[config.mk]
export PLATFORM = sky130hd
export DESIGN_NAME = rce_encoder
export DESIGN_NICKNAME = d
export VERILOG_FILES = /design/src/inc/rce_pkg.sv /design/src/inc/rce_fifo_if.sv /design/src/rce_encoder.sv /design/src/rce_fifo.sv
export SDC_FILE = /design/constraint.sdc
export NUM_CORES = 1
export LEC_CHECK = 0
export ABC_AREA = 1
export BUFFER_PORTS_ARGS = -buffer_cell sky130_fd_sc_hd__buf_2
export CAP_MARGIN = 25
export CORE_MARGIN = 2
export CORE_UTILIZATION = 49
export DETAILED_ROUTE_END_ITERATION = 7
export PLACE_DENSITY = 0.72
export SLEW_MARGIN = 20
export SYNTH_ARGS = -nofsm -noshare
export SYNTH_HDL_FRONTEND = slang
export SYNTH_SLANG_ARGS = --single-unit
[constraint.sdc]
create_clock -name core_clk_i -period 2.4 [get_ports core_clk_i]
set_input_delay 0.12 -clock core_clk_i [delete_from_list [all_inputs] [get_ports core_clk_i]]
set_output_delay 0.12 -clock core_clk_i [all_outputs]
set_load 0.02 [all_outputs]
[src/inc/rce_pkg.sv]
package rce_pkg;
	// clock and serial bit rates
	localparam int CLK_HZ = 125_000_000;
	localparam int RATE0_BPS = 2_400;
	localparam int RATE1_BPS = 9_600;
	localparam int RATE2_BPS = 19_200;
	localparam int RATE3_BPS = 28_800;
	// bit periods in clocks, rounded down
	localparam int DIV0_CYC = CLK_HZ / RATE0_BPS;
	localparam int DIV1_CYC = CLK_HZ / RATE1_BPS;
	localparam int DIV2_CYC = CLK_HZ / RATE2_BPS;
	localparam int DIV3_CYC = CLK_HZ / RATE3_BPS;
	localparam int DIV_W = 16;
	// ready indication toggles every half period
	localparam int TOGGLE_HALF_MS = 250;
	localparam int TOGGLE_CYC = CLK_HZ / 1000 * TOGGLE_HALF_MS;
	localparam int TOGGLE_W = 25;
	// packet layout
	localparam int ID_W = 24;
	localparam int DATA_W = 8;
	localparam int FIFO_DEPTH = 16;
	localparam int PKT_BYTES = 4;
	localparam logic [2:0] LAST_BYTE = 3'h3;
	localparam logic [3:0] FRAME_LAST = 4'h9;
	localparam logic [23:0] LFSR_SEED = 24'hA5_0F3C;
	localparam logic [23:0] LFSR_TAPS = 24'hE1_0000;
	// apb map, byte addresses
	localparam int ADDR_W = 8;
	localparam logic [7:0] ADDR_CTRL = 8'h00;
	localparam logic [7:0] ADDR_STATUS = 8'h04;
	localparam logic [7:0] ADDR_ID = 8'h08;
	localparam logic [7:0] ADDR_PAYLOAD = 8'h0C;
	localparam logic [7:0] ADDR_PKTCNT = 8'h10;
	localparam logic [1:0] CTRL_RESET = 2'h3;
	localparam int CTRL_SEND_EN = 0;
	localparam int CTRL_CREATE_EN = 1;
	// encoder states, one-hot
	typedef enum logic [5:0] {
		ST_INIT = 6'b000001,
		ST_SLEEP = 6'b000010,
		ST_BUILD = 6'b000100,
		ST_DRAIN = 6'b001000,
		ST_CREATE = 6'b010000,
		ST_READY = 6'b100000
	} rce_state_t;
endpackage : rce_pkg

[src/inc/rce_fifo_if.sv]
`timescale 1ns/10ps
interface rce_fifo_if #(parameter int WIDTH = 8);
	logic wr_valid;
	logic wr_ready;
	logic [WIDTH-1:0] wr_data;
	logic rd_valid;
	logic rd_ready;
	logic [WIDTH-1:0] rd_data;
	modport fifo (input wr_valid, wr_data, rd_ready,
		output wr_ready, rd_valid, rd_data);
	modport user (output wr_valid, wr_data, rd_ready,
		input wr_ready, rd_valid, rd_data);
endinterface : rce_fifo_if

[src/rce_encoder.sv]
// Function
// a rising send request latches the eight button inputs as payload.
// after send rises, identifier and payload go out serially at the rate.
// the two rate-select pins choose one of four bit rates.
// the rate pins are settled before power-up, as they are read only then.
// transmitter power goes high when the send request goes high.
// transmitter power drops after send falls and stays low while asleep.
// the create indicator is high for the whole create period.
// a high create request enters create mode and starts a new identifier.
// the candidate changes while create is high and is stored when it falls.
// the identifier is a 24-bit word, fixed between create operations; an apb write to ADDR_ID also changes it.
// the surrounding circuit keeps every input at a defined level.
// the eight parallel inputs become an encoded serial bit stream.
// rate pins high first map 00 2400, 01 9600, 10 19200, 11 28800 bps.
// rate latched at power-up, then send high sends, else power low, sleep.
// packets repeat with fresh inputs while send is high; the last ends.
// after a new identifier is stored the create indicator toggles.
// a divider set by the latched rate times each bit; the line idles low.
`timescale 1ns/10ps
module rce_encoder import rce_pkg::*; #(
	parameter int DIV0 = DIV0_CYC,
	parameter int DIV1 = DIV1_CYC,
	parameter int DIV2 = DIV2_CYC,
	parameter int DIV3 = DIV3_CYC,
	parameter int TOGGLE = TOGGLE_CYC,
	parameter logic [ID_W-1:0] FACTORY_ID = 24'h5A_C3E1 // arbitrary value
) (
	input wire logic core_clk_i,
	input wire logic reset_i,
	input wire logic [DATA_W-1:0] button_inputs_i,
	input wire logic rate_select_low_i,
	input wire logic rate_select_high_i,
	input wire logic send_request_i,
	input wire logic create_request_i,
	output logic serial_data_o,
	output logic transmitter_power_ctl_o,
	output logic create_indicator_o,
	input wire logic psel_i,
	input wire logic penable_i,
	input wire logic pwrite_i,
	input wire logic [ADDR_W-1:0] paddr_i,
	input wire logic [31:0] pwdata_i,
	output logic [31:0] prdata_o,
	output logic pready_o,
	output logic pslverr_o
);
	rce_state_t state;
	rce_state_t next_state;
	logic [1:0] rate;
	logic send_q;
	logic create_q;
	logic [DATA_W-1:0] payload;
	logic [ID_W-1:0] stored_id;
	logic [ID_W-1:0] lfsr;
	logic [2:0] byte_idx;
	logic [1:0] ctrl;
	logic [31:0] pkt_count;
	logic [TOGGLE_W-1:0] tog_cnt;
	logic ser_busy;
	logic [9:0] shreg;
	logic [3:0] bit_idx;
	logic [DIV_W-1:0] baud_cnt;
	logic send_rise;
	logic create_go;
	logic send_go;
	logic tx_idle;
	logic apb_wr;

	rce_fifo_if #(.WIDTH(DATA_W)) bytes_if ();

	rce_fifo #(.WIDTH(DATA_W), .DEPTH(FIFO_DEPTH)) u_fifo (
		.core_clk_i(core_clk_i),
		.reset_i(reset_i),
		.port(bytes_if)
	);

	// bit period for a rate code
	function automatic logic [DIV_W-1:0] bit_div(input logic [1:0] code);
		case (code)
			2'b00: bit_div = DIV_W'(DIV0);
			2'b01: bit_div = DIV_W'(DIV1);
			2'b10: bit_div = DIV_W'(DIV2);
			default: bit_div = DIV_W'(DIV3);
		endcase
	endfunction : bit_div

	// packet byte by index: identifier high first, then payload
	function automatic logic [DATA_W-1:0] pkt_byte(input logic [2:0] idx,
		input logic [ID_W-1:0] id, input logic [DATA_W-1:0] data);
		case (idx)
			3'h0: pkt_byte = id[23:16];
			3'h1: pkt_byte = id[15:8];
			3'h2: pkt_byte = id[7:0];
			default: pkt_byte = data;
		endcase
	endfunction : pkt_byte

	assign send_rise = send_request_i && !send_q;
	assign send_go = send_request_i && ctrl[CTRL_SEND_EN];
	assign create_go = create_request_i && ctrl[CTRL_CREATE_EN];
	assign tx_idle = !ser_busy && !bytes_if.rd_valid;
	assign apb_wr = psel_i && penable_i && pready_o && pwrite_i;

	// request edge history
	always_ff @(posedge core_clk_i) begin
		if (reset_i) begin
			send_q <= 1'b0;
			create_q <= 1'b0;
		end else begin
			send_q <= send_request_i;
			create_q <= create_request_i;
		end
	end

	// rate pins read once, in the first cycle after reset
	always_ff @(posedge core_clk_i) begin
		if (reset_i) begin
			rate <= 2'b00;
		end else if (state == ST_INIT) begin
			rate <= {rate_select_high_i, rate_select_low_i};
		end
	end

	// next state
	always_comb begin
		next_state = state;
		case (state)
			ST_INIT: begin
				next_state = send_go ? ST_BUILD : ST_SLEEP;
			end
			ST_SLEEP: begin
				if (create_go) begin
					next_state = ST_CREATE;
				end else if (send_go) begin
					next_state = ST_BUILD;
				end
			end
			ST_BUILD: begin
				if (bytes_if.wr_ready && byte_idx == LAST_BYTE) begin
					next_state = ST_DRAIN;
				end
			end
			ST_DRAIN: begin
				if (tx_idle) begin
					next_state = send_go ? ST_BUILD : ST_SLEEP;
				end
			end
			ST_CREATE: begin
				if (!create_request_i) begin
					next_state = ST_READY;
				end
			end
			ST_READY: begin
				if (create_go) begin
					next_state = ST_CREATE;
				end else if (send_go) begin
					next_state = ST_BUILD;
				end
			end
			default: begin
				next_state = ST_SLEEP;
			end
		endcase
	end

	// state register
	always_ff @(posedge core_clk_i) begin
		if (reset_i) begin
			state <= ST_INIT;
		end else begin
			state <= next_state;
		end
	end

	// payload sampled on each packet start
	always_ff @(posedge core_clk_i) begin
		if (reset_i) begin
			payload <= '0;
		end else if (next_state == ST_BUILD && state != ST_BUILD) begin
			payload <= button_inputs_i;
		end
	end

	// packet bytes pushed into the fifo, stalled by its ready
	always_ff @(posedge core_clk_i) begin
		if (reset_i || state != ST_BUILD) begin
			byte_idx <= '0;
		end else if (bytes_if.wr_ready) begin
			byte_idx <= byte_idx + 1'b1;
		end
	end
	assign bytes_if.wr_valid = (state == ST_BUILD);
	assign bytes_if.wr_data = pkt_byte(byte_idx, stored_id, payload);
	assign bytes_if.rd_ready = !ser_busy;

	// serializer: start bit high, eight bits lsb first, stop low
	always_ff @(posedge core_clk_i) begin
		if (reset_i) begin
			ser_busy <= 1'b0;
			shreg <= '0;
			bit_idx <= '0;
			baud_cnt <= '0;
		end else if (!ser_busy) begin
			if (bytes_if.rd_valid) begin
				ser_busy <= 1'b1;
				shreg <= {1'b0, bytes_if.rd_data, 1'b1};
				bit_idx <= '0;
				baud_cnt <= bit_div(rate) - 1'b1;
			end
		end else if (baud_cnt != '0) begin
			baud_cnt <= baud_cnt - 1'b1;
		end else if (bit_idx == FRAME_LAST) begin
			ser_busy <= 1'b0;
		end else begin
			shreg <= {1'b0, shreg[9:1]};
			bit_idx <= bit_idx + 1'b1;
			baud_cnt <= bit_div(rate) - 1'b1;
		end
	end

	// line output, low when idle
	always_ff @(posedge core_clk_i) begin
		if (reset_i) begin
			serial_data_o <= 1'b0;
		end else begin
			serial_data_o <= ser_busy && shreg[0];
		end
	end

	// transmitter power follows the send session
	always_ff @(posedge core_clk_i) begin
		if (reset_i) begin
			transmitter_power_ctl_o <= 1'b0;
		end else if (next_state == ST_BUILD) begin
			transmitter_power_ctl_o <= 1'b1;
		end else if (next_state != ST_DRAIN) begin
			transmitter_power_ctl_o <= 1'b0;
		end
	end

	// free-running random source
	always_ff @(posedge core_clk_i) begin
		if (reset_i) begin
			lfsr <= LFSR_SEED;
		end else begin
			lfsr <= {lfsr[22:0], ^(lfsr & LFSR_TAPS)};
		end
	end

	// identifier store, written only when create ends or by software
	always_ff @(posedge core_clk_i) begin
		if (reset_i) begin
			stored_id <= FACTORY_ID;
		end else if (state == ST_CREATE && !create_request_i) begin
			stored_id <= lfsr;
		end else if (apb_wr && paddr_i == ADDR_ID) begin
			stored_id <= pwdata_i[ID_W-1:0];
		end
	end

	// indicator: steady in create, toggling once ready
	always_ff @(posedge core_clk_i) begin
		if (reset_i) begin
			create_indicator_o <= 1'b0;
			tog_cnt <= '0;
		end else if (next_state == ST_CREATE) begin
			create_indicator_o <= 1'b1;
			tog_cnt <= '0;
		end else if (next_state == ST_READY) begin
			if (tog_cnt == TOGGLE_W'(TOGGLE - 1)) begin
				create_indicator_o <= !create_indicator_o;
				tog_cnt <= '0;
			end else begin
				tog_cnt <= tog_cnt + 1'b1;
			end
		end else begin
			create_indicator_o <= 1'b0;
			tog_cnt <= '0;
		end
	end

	// packets completed
	always_ff @(posedge core_clk_i) begin
		if (reset_i) begin
			pkt_count <= '0;
		end else if (state == ST_BUILD && next_state == ST_DRAIN) begin
			pkt_count <= pkt_count + 1'b1;
		end
	end

	// control register
	always_ff @(posedge core_clk_i) begin
		if (reset_i) begin
			ctrl <= CTRL_RESET;
		end else if (apb_wr && paddr_i == ADDR_CTRL) begin
			ctrl <= pwdata_i[1:0];
		end
	end

	// apb answer one cycle into the access phase
	always_ff @(posedge core_clk_i) begin
		if (reset_i) begin
			pready_o <= 1'b0;
			pslverr_o <= 1'b0;
			prdata_o <= '0;
		end else if (psel_i && penable_i && !pready_o) begin
			pready_o <= 1'b1;
			pslverr_o <= 1'b0;
			prdata_o <= '0;
			case (paddr_i)
				ADDR_CTRL: prdata_o <= {30'h0000_0000, ctrl};
				ADDR_STATUS: prdata_o <= {21'h00_0000, ser_busy,
					send_request_i, rate, 1'b0, state};
				ADDR_ID: prdata_o <= {8'h00, stored_id};
				ADDR_PAYLOAD: prdata_o <= {24'h00_0000, payload};
				ADDR_PKTCNT: prdata_o <= pkt_count;
				default: pslverr_o <= 1'b1;
			endcase
		end else begin
			pready_o <= 1'b0;
			pslverr_o <= 1'b0;
		end
	end
endmodule : rce_encoder

[src/rce_fifo.sv]
`timescale 1ns/10ps
module rce_fifo import rce_pkg::*; #(
	parameter int WIDTH = 8,
	parameter int DEPTH = 16
) (
	input wire logic core_clk_i,
	input wire logic reset_i,
	rce_fifo_if.fifo port
);
	localparam int AW = $clog2(DEPTH);
	logic [WIDTH-1:0] mem [DEPTH];
	logic [AW-1:0] wr_ptr;
	logic [AW-1:0] rd_ptr;
	logic [AW:0] count;
	logic push;
	logic pop;

	// honest flags from the occupancy count
	assign port.wr_ready = (count != (AW+1)'(DEPTH));
	assign port.rd_valid = (count != '0);
	assign port.rd_data = mem[rd_ptr];
	assign push = port.wr_valid && port.wr_ready;
	assign pop = port.rd_valid && port.rd_ready;

	// storage write
	always_ff @(posedge core_clk_i) begin
		if (push) begin
			mem[wr_ptr] <= port.wr_data;
		end
	end

	// pointers wrap at depth
	always_ff @(posedge core_clk_i) begin
		if (reset_i) begin
			wr_ptr <= '0;
			rd_ptr <= '0;
		end else begin
			if (push) begin
				wr_ptr <= (wr_ptr == AW'(DEPTH-1)) ? '0 : wr_ptr + 1'b1;
			end
			if (pop) begin
				rd_ptr <= (rd_ptr == AW'(DEPTH-1)) ? '0 : rd_ptr + 1'b1;
			end
		end
	end

	// occupancy
	always_ff @(posedge core_clk_i) begin
		if (reset_i) begin
			count <= '0;
		end else if (push && !pop) begin
			count <= count + 1'b1;
		end else if (pop && !push) begin
			count <= count - 1'b1;
		end
	end
endmodule : rce_fifo

# == Word level (Yosys, flattened, before mapping) ==
# Memory sizes are Yosys's and may differ from the RTL's. A register that Yosys moved wholly into a read port is not among the register bits.
# Cells that the tools add are included.
# Widths: inputs -> output; s select.
# classes
add_sub_neg,11
n_eq_ne,30
muxes,50
bitwise,2
n_reduce_logical,42
# ops
cell,count
$mux 16,11
$pmux 32 s5,1
$mux 24,2
$pmux 16 s3,1
$sub 16x1->16 const B,3
$mux 10,4
$add 32x1->32 const B,1
$mux 4,8
$mux 6,5
$pmux 6 s5,1
$add 25x1->25 const B,1
$eq 25x25->1 const B,1
$pmux 8 s3,1
$reduce_xor 24->1,1
$logic_and 1x1->1,18
$eq 8x4->1 const B,2
$reduce_bool 16->1,1
$mux 1,13
$add 4x1->4 const B,3
$eq 4x4->1 const B,3
$eq 6x3->1 const B,2
$eq 6x4->1 const B,2
$eq 6x5->1 const B,2
$eq 6x6->1 const B,2
32 further kinds,46
# totals
ff_bits,207
ram_bits,128
output_inout_bits,37
word_cells,158
memories,1
# memory_table
name,depth,width,read_ports,rd_ports_with_merged_regs,write_ports,line,source
u_fifo.mem,16,8,1,1,1,rce_fifo.sv:11,logic [WIDTH-1:0] mem [DEPTH];

# == Depth between registers and ports, before layout ==
# depth
ltp_word,10
mapped_depth,15
ltp_nobuf,15

# == Hierarchy ==
# A second synthesis with hierarchy kept.
# hier_totals
hier_cells,2025
area_unflattened_um2,15996.6
# by_module_without_submodules
module,instances,cells_each,area_each_um2
rce_encoder,1,1403,9679.3
rce_fifo,1,622,6317.3

# == Least setup slack after synthesis ==
# No wires, ideal clock.
# synth_path
kind,register to register
startpoint,reg state[1]
endpoint,reg u_fifo.count[4]
arrival_time_ps,2072
required_time_ps,2287
setup_slack_ps,215
stages_incl_launch_ff,13
path_buffers,0
cell_sequence,dfxtp_1 -> nor2_4 -> nand4_4 -> nor2_4 -> ha_1 -> inv_1 -> fa_1 -> a21oi_1 -> nor2_1 -> o21ai_0 -> nand3_1 -> nor2_1 -> nor2_1
# synth_via
elab_chain_len,5
# synth_lines
item,line,source
start: declaration,rce_encoder.sv:47,rce_state_t state;
start signal: assignment,rce_encoder.sv:171,state <= next_state;
$eq 6x3->1 (*),rce_encoder.sv:192,assign bytes_if.wr_valid = (state == ST_BUILD);
$logic_and 1x1->1 (*),rce_fifo.sv:22,assign push = port.wr_valid && port.wr_ready;
named net u_fifo.push,rce_fifo.sv:15,logic push;
$logic_not 1->1,rce_fifo.sv:53,end else if (pop && !push) begin
$logic_and 1x1->1,rce_fifo.sv:53,
$reduce_bool 2->1 (no source line),n/a,
end signal: assignment,rce_fifo.sv:52,count <= count + 1'b1;
end signal: assignment,rce_fifo.sv:54,count <= count - 1'b1;
end: declaration,rce_fifo.sv:14,logic [AW:0] count;
# Mark *: on every way through the listed nets, which the timed path passes. The rest lies on a longest branch.
# A chain may end at the register's enable or synchronous reset.

# == Worst setup path in the final report ==
# layout_path
startpoint,reg state[5]
endpoint,reg u_fifo.count[4]
# The elaborated chain is that of the path after synthesis.

==> metrics.cfg <==
[sta]
timing.final.crit_share = 0.922
setup_viol_count_final = 0
period_minus_slack_ns = 2.21
fin_skew_ns = 0.0274
slew_violations = 0
maxSlewHeadroom = 0.584
report.final.hold_viol_count = 0
worst_pin_slew_ns = 0.620
timing.fmax_mhz = 452

[synth]
synth.yosys.warnings = 0
netlist_instances = 2038
syn-num-nets = 2123
synthDominantAreaCellType = sky130_fd_sc_hd__dfxtp_1
synth.distinct_cells = 45
async_flop_share = 0
mappedNetlistArea_um2 = 16100
synth_common_cells = sky130_fd_sc_hd__nand2_1 (550), sky130_fd_sc_hd__nor2_1 (269), sky130_fd_sc_hd__dfxtp_1 (210), sky130_fd_sc_hd__inv_1 (171), sky130_fd_sc_hd__nand3_1 (167)
synth_area_leaders = sky130_fd_sc_hd__dfxtp_1 (26%), sky130_fd_sc_hd__edfxtp_1 (24%), sky130_fd_sc_hd__nand2_1 (13%)
synth_ff_type = sky130_fd_sc_hd__dfxtp_1
synth.top_cell.area_share = 0.262
postSynthAreaPerCell_um2 = 7.88
synth-seq-area-share = 0.501
ys_ff_latch = 338
synthMostInstantiatedCell = sky130_fd_sc_hd__nand2_1
synth_edf_count = 128

[floorplanning]
rows = 66
die_height_um = 185
pin_count = 94
area_of_the_core_region_um2 = 32400
initial_core_utilization = 0.496
die_w_um = 185
fp.dieArea_um2 = 34200

[place]
post_dp_cell_area_um2 = 17100
detailedPlacementHpwl_mm = 28.4
gp_congestion = 0.978
placement.io_buffers = 85

[critical_path]
criticalPathCategory = register to register
crit_path_end_kind = register
timing.critical_path.max_delay_family = simple AND/OR/NAND/NOR gates
timing.critical_path.fanout_max = 5
cp_slowest_cell = sky130_fd_sc_hd__dfxtp_1
critical_path.max_stage_delay_ns = 0.37
cp.buffers_inverters = 1
setup.worst_path.start_class = register
worstPathArrival_ns = 2.62
cp_cell_sequence = nor2_4 > nand4_4 > nor2_4 > ha_1 > inv_2 > fa_2 > a21oi_1 > nor2_1 > nor2_1 > nand2_1 > nand3_1 > nand2_1 > nand2_1 > nor2_1
required_ns = 2.81

[pwr]
power_per_cell_area_nw_per_um2 = 879
ir_drop_uv = 482
leakagePower_nw = 7.53

[layout]
n_antenna_cell = 0
area_growth_pct = 17.2
post_route_cells_drive_above_1_share = 0.125
fin_util = 0.582
num-nets-final = 2258
final_standard_cell_area_without_fillers_um2 = 18800

[route]
detail_route.wirelength_mm = 41.9
via_per_inst = 5.34
antenna_violating_nets_post_route = 0
dr.pass1.iters = 6
routed-via-count = 14100
drc = 0
wire_per_inst_um = 15.8
drt-initial-drc-count = 1103

[clock_tree]
clock_latency_ns = 0.53
cts.reportedPaths.clkPinSlew_ns = 0.06
tritoncts_clock_tree = yes
cts_root_buf = sky130_fd_sc_hd__clkbuf_16
htree_levels = 2
clock_sink_count = 338
cts_buffers = 37
clockBufferDepth = 3

[global_route]
via_count_of_the_first_global_routing_pass = 13300
groute.usage.overall = 0.248
globalRouteOverflowTotal = 0
grt_first_pass_wirelength_mm = 67.6
initial_antenna_violation_count = 0
grt_start_max_net_pins = 48

[job]
max_cap_violations = 0

[worst_hold_path]
worstHoldPathType = primary input to register

[outcome]
outcome = complete, no violations

## layout make-up
type	count	area (µm²)
sequential	338	8050
fill	2903	13500
multi-input combinational	1441	6960
tap	442	553
timing repair buffer	174	1190
clock inverter	15	332
inverter	181	679
clock buffer	51	1060
## flip-flops by register name, summed over array words and instances, names as in the netlist, 2 cells and up, named ones only
name / count
shreg: 9
state: 6
rate: 2
tog_cnt: 25
prdata_o: 32
u_fifo.wr_ptr: 4
bit_idx: 4
payload: 8
lfsr: 24
ctrl: 2
pkt_count: 32
u_fifo.rd_ptr: 4
u_fifo.count: 5
baud_cnt: 16
stored_id: 24
u_fifo.mem: 128
byte_idx: 3
## logic make-up (layout without fill, tap and decap cells)
logic type,after synthesis,after routing,synth area share
compound gates,281,281,0.0967
xor+xnor,23,23,0.0125
fa+ha+maj,28,28,0.0223
buf+inv,259,421,0.0665
flops,338,338,0.501
simple gates,1109,1109,0.301
## layer usage
| layer | vias to the layer above | GRT usage | wire [µm] |
|---|---|---|---|
| met5 | - | 0 | 0 |
| met2 | 473 | 0.410 | 19600 |
| met1 | 6585 | 0.329 | 18100 |
| met4 | 0 | 0.0829 | 1320 |
| met3 | 83 | 0.0427 | 2820 |
| li1 | 6964 | - | - |
## cells in the final DEF (no fill, tap or decap), types with 10 or more instances in the layout
cell type,count
sky130_fd_sc_hd__edfxtp_1,128
sky130_fd_sc_hd__clkbuf_16,38
sky130_fd_sc_hd__ha_1,27
sky130_fd_sc_hd__dlygate4sd3_1,33
sky130_fd_sc_hd__nor2_4,11
sky130_fd_sc_hd__nor2_1,268
sky130_fd_sc_hd__o21ai_0,102
sky130_fd_sc_hd__nor3_1,20
sky130_fd_sc_hd__nand3_1,167
sky130_fd_sc_hd__dfxtp_1,208
sky130_fd_sc_hd__buf_2,84
sky130_fd_sc_hd__inv_2,10
sky130_fd_sc_hd__xor2_1,16
sky130_fd_sc_hd__buf_4,56
sky130_fd_sc_hd__inv_1,169
sky130_fd_sc_hd__nand2_1,550
sky130_fd_sc_hd__o211ai_1,27
sky130_fd_sc_hd__nand4_1,32
sky130_fd_sc_hd__a21oi_1,117
## stage by stage
step                      setup WS [ns]  std cells  TNS [ns]  power (mW)  hold slack (ns)
final                             0.187       2642         0        16.6           0.0411
after global routing           -0.00463       2642  -0.00463        17.4           0.0806
after CTS                        0.0478       2640         0        16.6           0.0275
after detailed placement          0.107       2541         0        10.2            0.373
after global placement            0.119       2541         0        10.1            0.373
after floorplan                   0.215       2038         0        9.30            0.233
## worst paths after layout
kind	start	to	slack, ns	cells after the start
worst max-delay path	state[5]	u_fifo.count[4]	0.19	14
worst min-delay path	send_request_i	prdata_o[9]	0.04	5
worst max register to register	state[5]	u_fifo.count[4]	0.19	14
worst min register to register	lfsr[3]	lfsr[4]	0.42	2
## where the power goes
| group | internal [mW] | switching [mW] | total (mW) |
|---|---|---|---|
| clock network | 4.08 | 2.31 | 6.38 |
| registers | 6.26 | 0.317 | 6.58 |
| logic | 1.22 | 2.37 | 3.59 |
## repair_timing
item | CTS | global route
hold buffers | 33 | 0
setup endpoints to repair | 0 | 1
endpoints found under the hold margin | 35 | 0
buffers inserted | 0 | 2
resized for setup | 0 | 5
## worst register-to-register path, cell delays in order (launching register included)
cell and delay, ns:
sky130_fd_sc_hd__dfxtp_1 0.37, sky130_fd_sc_hd__nor2_4 0.17, sky130_fd_sc_hd__nand4_4 0.15, sky130_fd_sc_hd__nor2_4 0.13, sky130_fd_sc_hd__ha_1 0.20, sky130_fd_sc_hd__inv_2 0.08
sky130_fd_sc_hd__fa_2 0.35, sky130_fd_sc_hd__a21oi_1 0.16, sky130_fd_sc_hd__nor2_1 0.07, sky130_fd_sc_hd__nor2_1 0.09, sky130_fd_sc_hd__nand2_1 0.07, sky130_fd_sc_hd__nand3_1 0.10
sky130_fd_sc_hd__nand2_1 0.05, sky130_fd_sc_hd__nand2_1 0.05, sky130_fd_sc_hd__nor2_1 0.04
Power figures use the tool's default switching activity.
